`src/soft_output_defs.svh`:
```
// Register offsets, reset values and field constants for the soft output register block
`ifndef SOFT_OUTPUT_DEFS_SVH
`define SOFT_OUTPUT_DEFS_SVH
`define OFS_BIT_SELECTOR 4'h0
`define OFS_BIT_VALUE 4'h4
`define OFS_WORD_VALUE 4'h8
`define OFS_WORD_MASK 4'hc
`define OUT_RESET 32'h00000000
`define MASK_RESET 32'hffffffff
`define UNMAPPED_READ 32'h00000000
`endif

```
`src/soft_output_pkg.sv`:
```
// Types shared by the soft output register block
package soft_output_pkg;
  typedef struct packed {
    logic [3:0] address;
    logic read;
    logic write;
    logic [31:0] writedata;
    logic [3:0] byteenable;
  } avmm_req_s;
  typedef struct packed {
    logic [31:0] readdata;
    logic waitrequest;
  } avmm_rsp_s;
  typedef enum logic [1:0] {ST_IDLE, ST_DONE} bus_state_e;
endpackage

```
`src/user_output_register.sv`:
```
// Software-controlled soft output register with bit and word write paths
`timescale 1ns/100ps
`default_nettype none
`include "soft_output_defs.svh"
// ==========================================================
// How it works
// - The bit selector value N picks bit N of the soft output register, counting up from 0.
// - Writing the bit value loads that boolean into the selected bit and leaves the rest alone.
// - Writing the word value drives each register bit from the matching written bit.
// - Bit 0 of the word value maps to output bit 0, higher bits to higher outputs.
// - A word write changes only the bits whose write mask bit is one.
// - The write mask takes any pattern and is readable and writable by software.
// - Single-bit writes ignore the write mask and update the selected bit whenever byte lane 0 is enabled.
// - Each soft output bit drives its line source output with the current register state.
module user_output_register
  import soft_output_pkg::*;
#(
  parameter int NUM_OUTPUTS = 8
) (
  input wire logic clk,
  input wire logic rst_n,
  input wire avmm_req_s bus_req,
  output avmm_rsp_s bus_rsp,
  output logic [NUM_OUTPUTS-1:0] line_drive_source
);
  localparam int SEL_W = (NUM_OUTPUTS > 1) ? $clog2(NUM_OUTPUTS) : 1;

  // ==========================================================
  // State
  logic [NUM_OUTPUTS-1:0] out_reg, out_next;
  logic [NUM_OUTPUTS-1:0] mask_reg, mask_next;
  logic [SEL_W-1:0] sel_reg, sel_next;
  logic [31:0] rdata_reg, rdata_next;
  bus_state_e state_reg, state_next;
  logic [31:0] wd;
  logic [31:0] wbe;
  logic [31:0] out_word, mask_word;
  logic fire;

  always_comb begin
    wbe = {{8{bus_req.byteenable[3]}}, {8{bus_req.byteenable[2]}},
           {8{bus_req.byteenable[1]}}, {8{bus_req.byteenable[0]}}};
    wd = bus_req.writedata;
    out_word = 32'h00000000;
    out_word[NUM_OUTPUTS-1:0] = out_reg;
    mask_word = 32'h00000000;
    mask_word[NUM_OUTPUTS-1:0] = mask_reg;
  end

  // ==========================================================
  // Bus slave: one wait cycle per access, answer in the second
  assign fire = (state_reg == ST_IDLE) && (bus_req.read || bus_req.write);

  always_comb begin
    out_next = out_reg;
    mask_next = mask_reg;
    sel_next = sel_reg;
    rdata_next = rdata_reg;
    state_next = ST_IDLE;
    if (fire) begin
      state_next = ST_DONE;
      if (bus_req.write) begin
        unique case (bus_req.address)
          `OFS_BIT_SELECTOR: begin
            // Out-of-range selector values are refused by ignoring the write, so the old selector stays
            if (wbe[0] && (wd[SEL_W-1:0] < NUM_OUTPUTS) && (wd[31:SEL_W] == '0))
              sel_next = wd[SEL_W-1:0];
          end
          `OFS_BIT_VALUE: begin
            if (wbe[0])
              out_next[sel_reg] = wd[0];
          end
          `OFS_WORD_VALUE: begin
            // Byte lanes not enabled also leave bits untouched
            out_next = (out_reg & ~(mask_reg & wbe[NUM_OUTPUTS-1:0]))
                     | (wd[NUM_OUTPUTS-1:0] & mask_reg & wbe[NUM_OUTPUTS-1:0]);
          end
          `OFS_WORD_MASK: begin
            mask_next = (mask_reg & ~wbe[NUM_OUTPUTS-1:0])
                      | (wd[NUM_OUTPUTS-1:0] & wbe[NUM_OUTPUTS-1:0]);
          end
          default: begin
          end
        endcase
      end else begin
        unique case (bus_req.address)
          `OFS_BIT_SELECTOR: rdata_next = 32'(sel_reg);
          `OFS_BIT_VALUE: rdata_next = {31'h0, out_reg[sel_reg]};
          `OFS_WORD_VALUE: rdata_next = out_word;
          `OFS_WORD_MASK: rdata_next = mask_word;
          default: rdata_next = `UNMAPPED_READ;
        endcase
      end
    end
  end

  always_ff @(posedge clk or negedge rst_n) begin
    if (!rst_n) begin
      out_reg <= NUM_OUTPUTS'(`OUT_RESET);
      mask_reg <= NUM_OUTPUTS'(`MASK_RESET);
      sel_reg <= '0;
      rdata_reg <= 32'h00000000;
      state_reg <= ST_IDLE;
    end else begin
      out_reg <= out_next;
      mask_reg <= mask_next;
      sel_reg <= sel_next;
      rdata_reg <= rdata_next;
      state_reg <= state_next;
    end
  end

  // ==========================================================
  // Outputs
  logic wait_reg, wait_next;
  logic [NUM_OUTPUTS-1:0] line_reg, line_next;

  // Lines load from the next value so they never lag the register
  always_comb begin
    wait_next = !fire;
    line_next = out_next;
  end

  always_ff @(posedge clk or negedge rst_n) begin
    if (!rst_n) begin
      wait_reg <= 1'b1;
      line_reg <= '0;
    end else begin
      wait_reg <= wait_next;
      line_reg <= line_next;
    end
  end

  assign bus_rsp = '{readdata: rdata_reg, waitrequest: wait_reg};
  assign line_drive_source = line_reg;

  // ==========================================================
  // Checks
  a_line_follows_reg: assert property (@(posedge clk) disable iff (!rst_n)
    line_drive_source == out_reg)
    else $error("line source differs from register");

  a_bit_write_sel: assert property (@(posedge clk) disable iff (!rst_n)
    fire && bus_req.write && bus_req.address == `OFS_BIT_VALUE && bus_req.byteenable[0]
    |=> out_reg[$past(sel_reg)] == $past(bus_req.writedata[0]))
    else $error("bit write not loaded");

  a_bit_write_others: assert property (@(posedge clk) disable iff (!rst_n)
    fire && bus_req.write && bus_req.address == `OFS_BIT_VALUE
    |=> ((out_reg ^ $past(out_reg)) & ~(NUM_OUTPUTS'(1) << $past(sel_reg))) == '0)
    else $error("bit write touched other bits");

  a_bit_ignores_mask: assert property (@(posedge clk) disable iff (!rst_n)
    fire && bus_req.write && bus_req.address == `OFS_BIT_VALUE && bus_req.byteenable[0]
    && mask_reg == '0 |=> out_reg[$past(sel_reg)] == $past(bus_req.writedata[0]))
    else $error("bit write blocked by mask");

  a_word_full_mask: assert property (@(posedge clk) disable iff (!rst_n)
    fire && bus_req.write && bus_req.address == `OFS_WORD_VALUE && &mask_reg
    && &bus_req.byteenable |=> out_reg == $past(bus_req.writedata[NUM_OUTPUTS-1:0]))
    else $error("word write not loaded");

  a_word_mask_holds: assert property (@(posedge clk) disable iff (!rst_n)
    fire && bus_req.write && bus_req.address == `OFS_WORD_VALUE
    |=> ((out_reg ^ $past(out_reg)) & ~$past(mask_reg)) == '0)
    else $error("masked bit changed");

  a_lsb_maps_bit0: assert property (@(posedge clk) disable iff (!rst_n)
    fire && bus_req.write && bus_req.address == `OFS_WORD_VALUE && mask_reg[0]
    && bus_req.byteenable[0] |=> out_reg[0] == $past(bus_req.writedata[0]))
    else $error("lsb not on bit 0");

  a_mask_readback: assert property (@(posedge clk) disable iff (!rst_n)
    fire && bus_req.read && bus_req.address == `OFS_WORD_MASK
    |=> !bus_rsp.waitrequest && bus_rsp.readdata == mask_word)
    else $error("mask readback wrong");

  a_word_readback: assert property (@(posedge clk) disable iff (!rst_n)
    fire && bus_req.read && bus_req.address == `OFS_WORD_VALUE
    |=> bus_rsp.readdata == $past(out_word))
    else $error("word readback wrong");

  a_sel_in_range: assert property (@(posedge clk) disable iff (!rst_n)
    sel_reg < NUM_OUTPUTS)
    else $error("selector out of range");

  a_sel_write_load: assert property (@(posedge clk) disable iff (!rst_n)
    fire && bus_req.write && bus_req.address == `OFS_BIT_SELECTOR
    && bus_req.byteenable[0] && bus_req.writedata < NUM_OUTPUTS
    |=> sel_reg == $past(bus_req.writedata[SEL_W-1:0]))
    else $error("selector write not loaded");

  a_sel_bad_kept: assert property (@(posedge clk) disable iff (!rst_n)
    fire && bus_req.write && bus_req.address == `OFS_BIT_SELECTOR
    && bus_req.writedata >= NUM_OUTPUTS
    |=> $stable(sel_reg))
    else $error("out of range selector accepted");

  a_sel_readback: assert property (@(posedge clk) disable iff (!rst_n)
    fire && bus_req.read && bus_req.address == `OFS_BIT_SELECTOR
    |=> bus_rsp.readdata == 32'($past(sel_reg)))
    else $error("selector readback wrong");

  a_word_masked_load: assert property (@(posedge clk) disable iff (!rst_n)
    fire && bus_req.write && bus_req.address == `OFS_WORD_VALUE
    && &bus_req.byteenable
    |=> ((out_reg ^ $past(bus_req.writedata[NUM_OUTPUTS-1:0])) & $past(mask_reg)) == '0)
    else $error("enabled bit not written");

  a_lane_off_keeps: assert property (@(posedge clk) disable iff (!rst_n)
    fire && bus_req.write && bus_req.address == `OFS_WORD_VALUE
    && !bus_req.byteenable[0]
    |=> ((out_reg ^ $past(out_reg)) & NUM_OUTPUTS'(32'h000000ff)) == '0)
    else $error("disabled lane changed");

  a_bit_lane_off: assert property (@(posedge clk) disable iff (!rst_n)
    fire && bus_req.write && bus_req.address == `OFS_BIT_VALUE
    && !bus_req.byteenable[0]
    |=> $stable(out_reg))
    else $error("bit write without lane applied");

  a_mask_write_load: assert property (@(posedge clk) disable iff (!rst_n)
    fire && bus_req.write && bus_req.address == `OFS_WORD_MASK
    && &bus_req.byteenable
    |=> mask_reg == $past(bus_req.writedata[NUM_OUTPUTS-1:0]))
    else $error("mask write not loaded");

  a_mask_only_write: assert property (@(posedge clk) disable iff (!rst_n)
    !(fire && bus_req.write && bus_req.address == `OFS_WORD_MASK)
    |=> $stable(mask_reg))
    else $error("mask changed without write");

  a_out_only_write: assert property (@(posedge clk) disable iff (!rst_n)
    !(fire && bus_req.write)
    |=> $stable(out_reg))
    else $error("outputs changed without write");

  a_bitval_readback: assert property (@(posedge clk) disable iff (!rst_n)
    fire && bus_req.read && bus_req.address == `OFS_BIT_VALUE
    |=> bus_rsp.readdata == 32'($past(out_reg[sel_reg])))
    else $error("bit readback wrong");

  a_unmapped_read: assert property (@(posedge clk) disable iff (!rst_n)
    fire && bus_req.read && !(bus_req.address inside {`OFS_BIT_SELECTOR,
    `OFS_BIT_VALUE, `OFS_WORD_VALUE, `OFS_WORD_MASK})
    |=> bus_rsp.readdata == `UNMAPPED_READ)
    else $error("unmapped read not zero");

  a_read_no_side: assert property (@(posedge clk) disable iff (!rst_n)
    fire && bus_req.read
    |=> $stable(out_reg) && $stable(mask_reg) && $stable(sel_reg))
    else $error("read changed state");

  // One wait cycle, then the answer stands for exactly one cycle
  a_wait_one_cycle: assert property (@(posedge clk) disable iff (!rst_n)
    fire |=> !bus_rsp.waitrequest ##1 bus_rsp.waitrequest)
    else $error("answer timing wrong");

  // Reset is checked at release, since the other checks are off during it
  a_reset_lines: assert property (@(posedge clk)
    $rose(rst_n) |-> line_drive_source == '0 && out_reg == '0)
    else $error("outputs not low after reset");

  a_reset_mask: assert property (@(posedge clk)
    $rose(rst_n) |-> mask_reg == NUM_OUTPUTS'(`MASK_RESET) && sel_reg == '0)
    else $error("mask or selector reset wrong");

  c_bit_write: cover property (@(posedge clk) disable iff (!rst_n)
    fire && bus_req.write && bus_req.address == `OFS_BIT_VALUE);
  c_word_write_masked: cover property (@(posedge clk) disable iff (!rst_n)
    fire && bus_req.write && bus_req.address == `OFS_WORD_VALUE && mask_reg != '1);
  c_mask_write: cover property (@(posedge clk) disable iff (!rst_n)
    fire && bus_req.write && bus_req.address == `OFS_WORD_MASK);
  c_back_to_back: cover property (@(posedge clk) disable iff (!rst_n)
    fire ##3 fire);
endmodule
`default_nettype wire

```
`config.mk`:
```
export PLATFORM = sky130hd
export DESIGN_NAME = user_output_register
export DESIGN_NICKNAME = d
export VERILOG_FILES = /design/src/soft_output_pkg.sv /design/src/user_output_register.sv
export VERILOG_INCLUDE_DIRS = /design/src
export SDC_FILE = /design/constraint.sdc
export NUM_CORES = 1
export LEC_CHECK = 0
export BUFFER_PORTS_ARGS = -buffer_cell sky130_fd_sc_hd__buf_2
export CORE_ASPECT_RATIO = 0.9
export CORE_MARGIN = 2
export CORE_UTILIZATION = 45
export DETAILED_ROUTE_END_ITERATION = 10
export PLACE_DENSITY = 0.77
export SLEW_MARGIN = 20
export SYNTH_ARGS = -nofsm -noshare
export SYNTH_HDL_FRONTEND = slang
export SYNTH_SLANG_ARGS = --single-unit
```
`constraint.sdc`:
```
create_clock -name clk -period 2.3 [get_ports clk]
set_clock_uncertainty 0.2 [all_clocks]
set_input_delay 0.46 -clock clk [delete_from_list [all_inputs] [get_ports clk]]
set_output_delay 0.46 -clock clk [all_outputs]
set_load 0.02 [all_outputs]
```
==> results.sh, run 1 <==
export IMPL_worst_slew_pin_slew_ps=648
export IMPL_die_area_um2=4860
export IMPL_num_rows=22
export IMPL_switching_share_pct=29.0
export IMPL_pwr_share_clk_pct=32.8
export IMPL_critical_path_required_ps=2260
export IMPL_n_fill_cell=380
export IMPL_grt_max_degree=30
export IMPL_ys_ff_latch=29
export IMPL_drive_gt1_share_pct=36.7
export IMPL_worst_path_buf_inv=1
export IMPL_grt_overflow_total=0
export IMPL_cp_start_kind="primary input"
export IMPL_power_mw=1.21
export IMPL_fin_cells=307
export IMPL_synth_edf_count=0
export IMPL_setup_tns_ps=0
export IMPL_cts_sinks=29
export IMPL_max_vdd_ir_drop_uv=397
export IMPL_synth_distinct_cells=36
export IMPL_synthTopCellsByCount="25 x buf_4, 20 x dfrtp_1, 20 x nand2_1"
export IMPL_cts_buffer_depth=2
export IMPL_synth_flop_cell="dfrtp_1"
export IMPL_numPortBuffers=57
export IMPL_post_route_period_util_pct=80.5
export IMPL_clockRootBuffer="clkbuf_8"
export IMPL_leakage_nw=1.10
export IMPL_synth_area_um2=1940
export IMPL_nets=302
export IMPL_grt_pass1_vias=1533
export IMPL_cts_hold_buf=0
export IMPL_synth_top_area_cell="dfrtp_1"
export IMPL_cts_buffers=5
export IMPL_antenna_found_initial=0
export IMPL_dpl_cell_count=299
export IMPL_hp_class="primary input to asynchronous set/reset pin"
export IMPL_dieWidth_um=73.3
export IMPL_wl_met1_mm=1.93
export IMPL_synthTopCellsByArea="dfrtp_1 26%, dfstp_2 12%, buf_4 9.7%, mux2_2 7.5%, mux2_1 6.4%"
export IMPL_drtIter0Drc=92
export IMPL_drtPass1Iterations=4
export IMPL_wire_per_inst_um=14.2
export IMPL_vias=1654
export IMPL_post_cts_resized=0
export IMPL_cts_tree="yes"
export IMPL_coreArea_um2=4100
export IMPL_combPwrFrac_pct=18.4
export IMPL_finalSetupViolations=0
export IMPL_yosysMostFrequentCell="buf_4"
export IMPL_min_period_ps=1850
export IMPL_post_cts_buffers=0
export IMPL_antenna_diode_count=0
export IMPL_dr_wl_met3_um=336
export IMPL_drcViolationCount=0
export IMPL_routed_wl_met2_mm=2.05
export IMPL_vias_per_cell=5.39
export IMPL_critical_path_class="primary input to flip-flop"
export IMPL_syn2layout_area_growth_pct=15.8
export IMPL_synth_warnings=0
export IMPL_fp_dieH_um=66.3
export IMPL_h_tree_depth=2
export IMPL_cap_violations=0
export IMPL_internal_power_mw=0.863
export IMPL_multi_input_area_um2=1040
export IMPL_cpMaxStageDelayCell="nor3_2"
export IMPL_syn_area_per_cell_um2=9.62
export IMPL_hold_slack_ps=-1.51
export IMPL_maxSlewHeadroom_pct=56.8
export IMPL_cp_max_fo=3
export IMPL_p_per_area_nw_per_um2=540
export IMPL_wl_mm=4.37
export IMPL_drv_slew=0
export IMPL_synth_top_area_share_pct=25.8
export IMPL_power_frac_seq_pct=48.8
export IMPL_io_pins=85
export IMPL_place_hpwl_mm=3.30
export IMPL_gp_congestion=0.810
export IMPL_cp_end_kind="flip-flop"
export IMPL_violations="negative hold slack"
export IMPL_final_hold_viol_count=3
export IMPL_grt_pass1_wl_mm=6.87
export IMPL_initial_core_util_pct=47.4
export IMPL_cts_clk_slew_worst_paths_ps=60
export IMPL_path_cells="buf_2 -> nor4_1 -> nand4_1 -> nor3_2 -> mux2_2"
export IMPL_path_delay_family="simple AND/OR/NAND/NOR gates"
export IMPL_power_switching_mw=0.352
export IMPL_fmax_mhz=540
export IMPL_async_flop_share_pct=100
export IMPL_seq_area_um2=737
export IMPL_grtUsageTotal_pct=18.7
export IMPL_clk_latency_ps=280
export IMPL_dr_max_layer_used="met4"
export IMPL_run_status="finished with violations"
export IMPL_cp_arrival_ps=1820
export IMPL_antenna_left=0
export IMPL_rsz0062_at_grt="no"
export IMPL_ys_seq_area_share_pct=37.9
export IMPL_cpPeakStageDelay_ps=380
export IMPL_synth_cells=202
==> worst register-to-register path: stages (launching register included) <==
cell and delay [ps]:
dfrtp_1 410, and3b_1 240, nand4_1 130, nor3_2 300, mux2_2 370
==> logic make-up (layout without fill, tap and decap cells) <==
group | Yosys count | in the layout | synth area share (%)
flip-flops | 29 | 29 | 37.9
AO/OA/AOI/OAI | 32 | 32 | 10.3
AND/OR/NAND/NOR | 65 | 65 | 18.3
buffers and inverters | 39 | 73 | 13.2
other | 1 | 24 | 0.193
multiplexers | 36 | 36 | 20.1
==> per-stage QoR <==
step / utilization (%) / setup slack, ps / area, um2 / hold WS (ps)
after detailed placement: 52.8 / 142 / 2170 / 266
after global placement: 52.8 / 179 / 2170 / 262
after CTS: 54.9 / 436 / 2250 / 20.8
final: 54.9 / 449 / 2250 / -1.51
after floorplan: - / 397 / 2030 / -35.6
after global routing: 54.9 / 335 / 2250 / 59.8
==> power by group through the flow <==
stage,combinational (mW),sequential (mW),clock (mW)
after floorplan,0.165,0.605,0
after global routing,0.246,0.596,0.434
final,0.224,0.592,0.399
after CTS,0.226,0.591,0.408
after detailed placement,0.224,0.600,0
after global placement,0.220,0.598,0
==> per-layer routing <==
layer / vias up / GRT usage, %
met5: - / 0
met4: 0 / 6.25
li1: 791 / -
met1: 779 / 24.5
met3: 8 / 3.81
met2: 76 / 30.6
==> cell usage in the layout (no fill, tap or decap), types with 3 or more instances in the layout <==
master    count
clkbuf_8      5
a21oi_1       9
conb_1       24
buf_4         5
nor2b_1       3
nand4_1       8
mux2i_1      12
buf_2        57
inv_1         3
mux2_1       11
nand3_1       5
dfstp_2       9
dfrtp_1      20
o21ai_1       4
a22oi_1       3
nor4_1        7
nor2_1       11
o21ai_0      11
nand2_1      20
mux2_2       13
==> worst paths after layout <==
check	from	end	slack, ps	cells after the start
worst max-delay path	bus_req[10]	sel_reg[2]	450	5
worst min-delay path	rst_n	rdata_reg[4]	-2	1
worst max register to register	state_reg[0]	sel_reg[2]	520	4
worst min register to register	rdata_reg[6]	rdata_reg[6]	270	2
max in group asynchronous	rst_n	sel_reg[0]	1470	1
min in group clk	bus_req[5]	flip-flop	220	2
==> layout make-up <==
type	instances	area share [%]
Multi-Input combinational cell	157	46.1
Sequential cell	29	32.8
Timing Repair Buffer	62	14.3
Clock buffer	6	3.23
Tap cell	48	2.67
Inverter	3	0.501
Clock inverter	2	0.445
No activity file was read; power rests on OpenSTA's default activity.
==> run 2, diff against run 1 <==
--- a/config.mk
+++ b/config.mk
@@ -9,7 +9,7 @@
 export BUFFER_PORTS_ARGS = -buffer_cell sky130_fd_sc_hd__buf_2
 export CORE_ASPECT_RATIO = 0.9
 export CORE_MARGIN = 2
-export CORE_UTILIZATION = 45
+export CORE_UTILIZATION = 43
 export DETAILED_ROUTE_END_ITERATION = 10
 export PLACE_DENSITY = 0.77
 export SLEW_MARGIN = 20
==> constraint.sdc (replaced) <==
create_clock -name clk -period 1.6 [get_ports clk]
set_clock_uncertainty 0.2 [all_clocks]
set_input_delay 0.32 -clock clk [delete_from_list [all_inputs] [get_ports clk]]
set_output_delay 0.32 -clock clk [all_outputs]
set_load 0.02 [all_outputs]
==> run 2 against run 1 <==
  * The run ends with negative setup slack left
  * Via count rose by 11%
  * Sequential power rose by 44%
  * Sequential share of layout area fell by 5.4 points
  * Register-to-register slack got worse by 640 ps
  * Final cell count rose by 14%
  * Cell area rose by 20%
==> results.sh, run 2 (same netlist as run 1, synthesis figures left out) <==
export IMPL_violations="negative setup slack"
export IMPL_die_area_um2=5070
export IMPL_cts_buffer_depth=2
export IMPL_grt_pass1_vias=1733
export IMPL_leakage_nw=1.28
export IMPL_critical_path_class="flip-flop to flip-flop"
export IMPL_combPwrFrac_pct=22.1
export IMPL_cap_violations=0
export IMPL_wire_per_inst_um=15.6
export IMPL_grt_pass1_wl_mm=8.25
export IMPL_clockRootBuffer="clkbuf_8"
export IMPL_final_common_cell="buf_2"
export IMPL_critical_path_required_ps=1560
export IMPL_gp_congestion=0.828
export IMPL_p_per_area_nw_per_um2=730
export IMPL_place_hpwl_mm=3.72
export IMPL_hp_class="primary input to flip-flop"
export IMPL_grt_overflow_total=0
export IMPL_coreArea_um2=4400
export IMPL_power_frac_seq_pct=43.4
export IMPL_num_rows=23
export IMPL_drtPass1Iterations=4
export IMPL_power_mw=1.97
export IMPL_grtUsageTotal_pct=22.1
export IMPL_final_hold_viol_count=0
export IMPL_post_route_period_util_pct=108
export IMPL_internal_power_mw=1.40
export IMPL_mostFrequentLayoutCells="55 x buf_2, 31 x buf_4, 24 x conb_1"
export IMPL_max_vdd_ir_drop_uv=499
export IMPL_place_ws_ps=-315
export IMPL_io_pins=85
export IMPL_antenna_left=0
export IMPL_finalSetupViolations=16
export IMPL_wl_mm=5.48
export IMPL_final_area_um2=2700
export IMPL_cts_clk_slew_worst_paths_ps=70
export IMPL_fmax_mhz=580
export IMPL_cts_tree="yes"
export IMPL_h_tree_depth=2
export IMPL_fp_dieH_um=67.8
export IMPL_antenna_diode_count=0
export IMPL_post_cts_buffers=0
export IMPL_power_switching_mw=0.569
export IMPL_vias=1830
export IMPL_dpl_cell_area_um2=2440
export IMPL_drive_gt1_share_pct=52.6
export IMPL_cp_end_kind="flip-flop"
export IMPL_numPortBuffers=57
export IMPL_switching_share_pct=28.9
export IMPL_rsz0062_at_grt="yes"
export IMPL_min_period_ps=1720
export IMPL_drcViolationCount=0
export IMPL_pwr_share_clk_pct=34.4
export IMPL_drv_slew=0
export IMPL_initial_core_util_pct=44.1
export IMPL_antenna_found_initial=0
export IMPL_vias_per_cell=5.21
export IMPL_cp_start_kind="flip-flop"
export IMPL_drtIter0Drc=134
export IMPL_setup_slack_ps=-123
export IMPL_cts_sinks=29
export IMPL_cp_arrival_ps=1690
export IMPL_dieWidth_um=74.9
export IMPL_nets=332
export IMPL_run_status="finished with violations"
export IMPL_setup_tns_ps=-971
export IMPL_clk_latency_ps=290
export IMPL_cp_max_fo=3
export IMPL_grt_max_degree=30
export IMPL_syn2layout_area_growth_pct=38.7
export IMPL_cts_buffers=5
run 2: what timing repair did:
item	in CTS	in global routing
hold endpoints to repair	20	0
pin swaps	8	3
cloned	2	0
resized for setup	25	8
hold buffers	1	0
endpoints found under the setup margin	17	20
run 2: through the flow:
step                      instances  util (%)  hold slack (ps)
final                           351      61.2              108
after global placement          340      55.5              142
after CTS                       351      60.4              108
after global routing            351      61.2              123
after floorplan                 225         -             -176
after detailed placement        340      55.5              149
run 2: layer usage:
| metal | GRT usage [%] | wire length [um] | vias to the layer above |
|---|---|---|---|
| met1 | 30.1 | 2340 | 867 |
| met3 | 5.82 | 429 | 14 |
| met2 | 34.0 | 2590 | 87 |
| li1 | - | - | 862 |
| met4 | 7.81 | 121 | 0 |
| met5 | 0 | 0 | - |
run 2: critical path, cell delays in order (launching register included):
cell	delay, ps
dfrtp_1	380
and3b_1	240
nand4_1	170
nor3_2	160
buf_4	160
mux2_4	290
run 2: final timing paths:
path,startpoint,end,slack (ps),cells after the start
worst max register to register,state_reg[0],sel_reg[1],-120,5
worst max-delay path,state_reg[0],sel_reg[1],-120,5
worst min register to register,rdata_reg[7],rdata_reg[7],280,2
min in group asynchronous,rst_n,line_drive_source[4],370,3
worst min-delay path,bus_req[6],sel_reg[2],110,2
max in group asynchronous,rst_n,asynchronous set/reset pin,510,3
run 2: power by group through the flow:
stage | clock network (mW) | registers, mW | logic, mW
2_1_floorplan | 0 | 0.870 | 0.243
3_3_place_gp | 0 | 0.859 | 0.362
3_5_place_dp | 0 | 0.864 | 0.372
4_1_cts | 0.683 | 0.854 | 0.425
5_1_grt | 0.718 | 0.861 | 0.472
6_report | 0.677 | 0.854 | 0.436
run 2: final cells by class:
class / instances / area, um2
Inverter: 3 / 13.8
Clock inverter: 1 / 5.00
Clock buffer: 7 / 96.3
Fill cell: 395 / 1710
Multi-Input combinational cell: 159 / 1220
Sequential cell: 29 / 737
Timing Repair Buffer: 90 / 548
Tap cell: 62 / 77.6
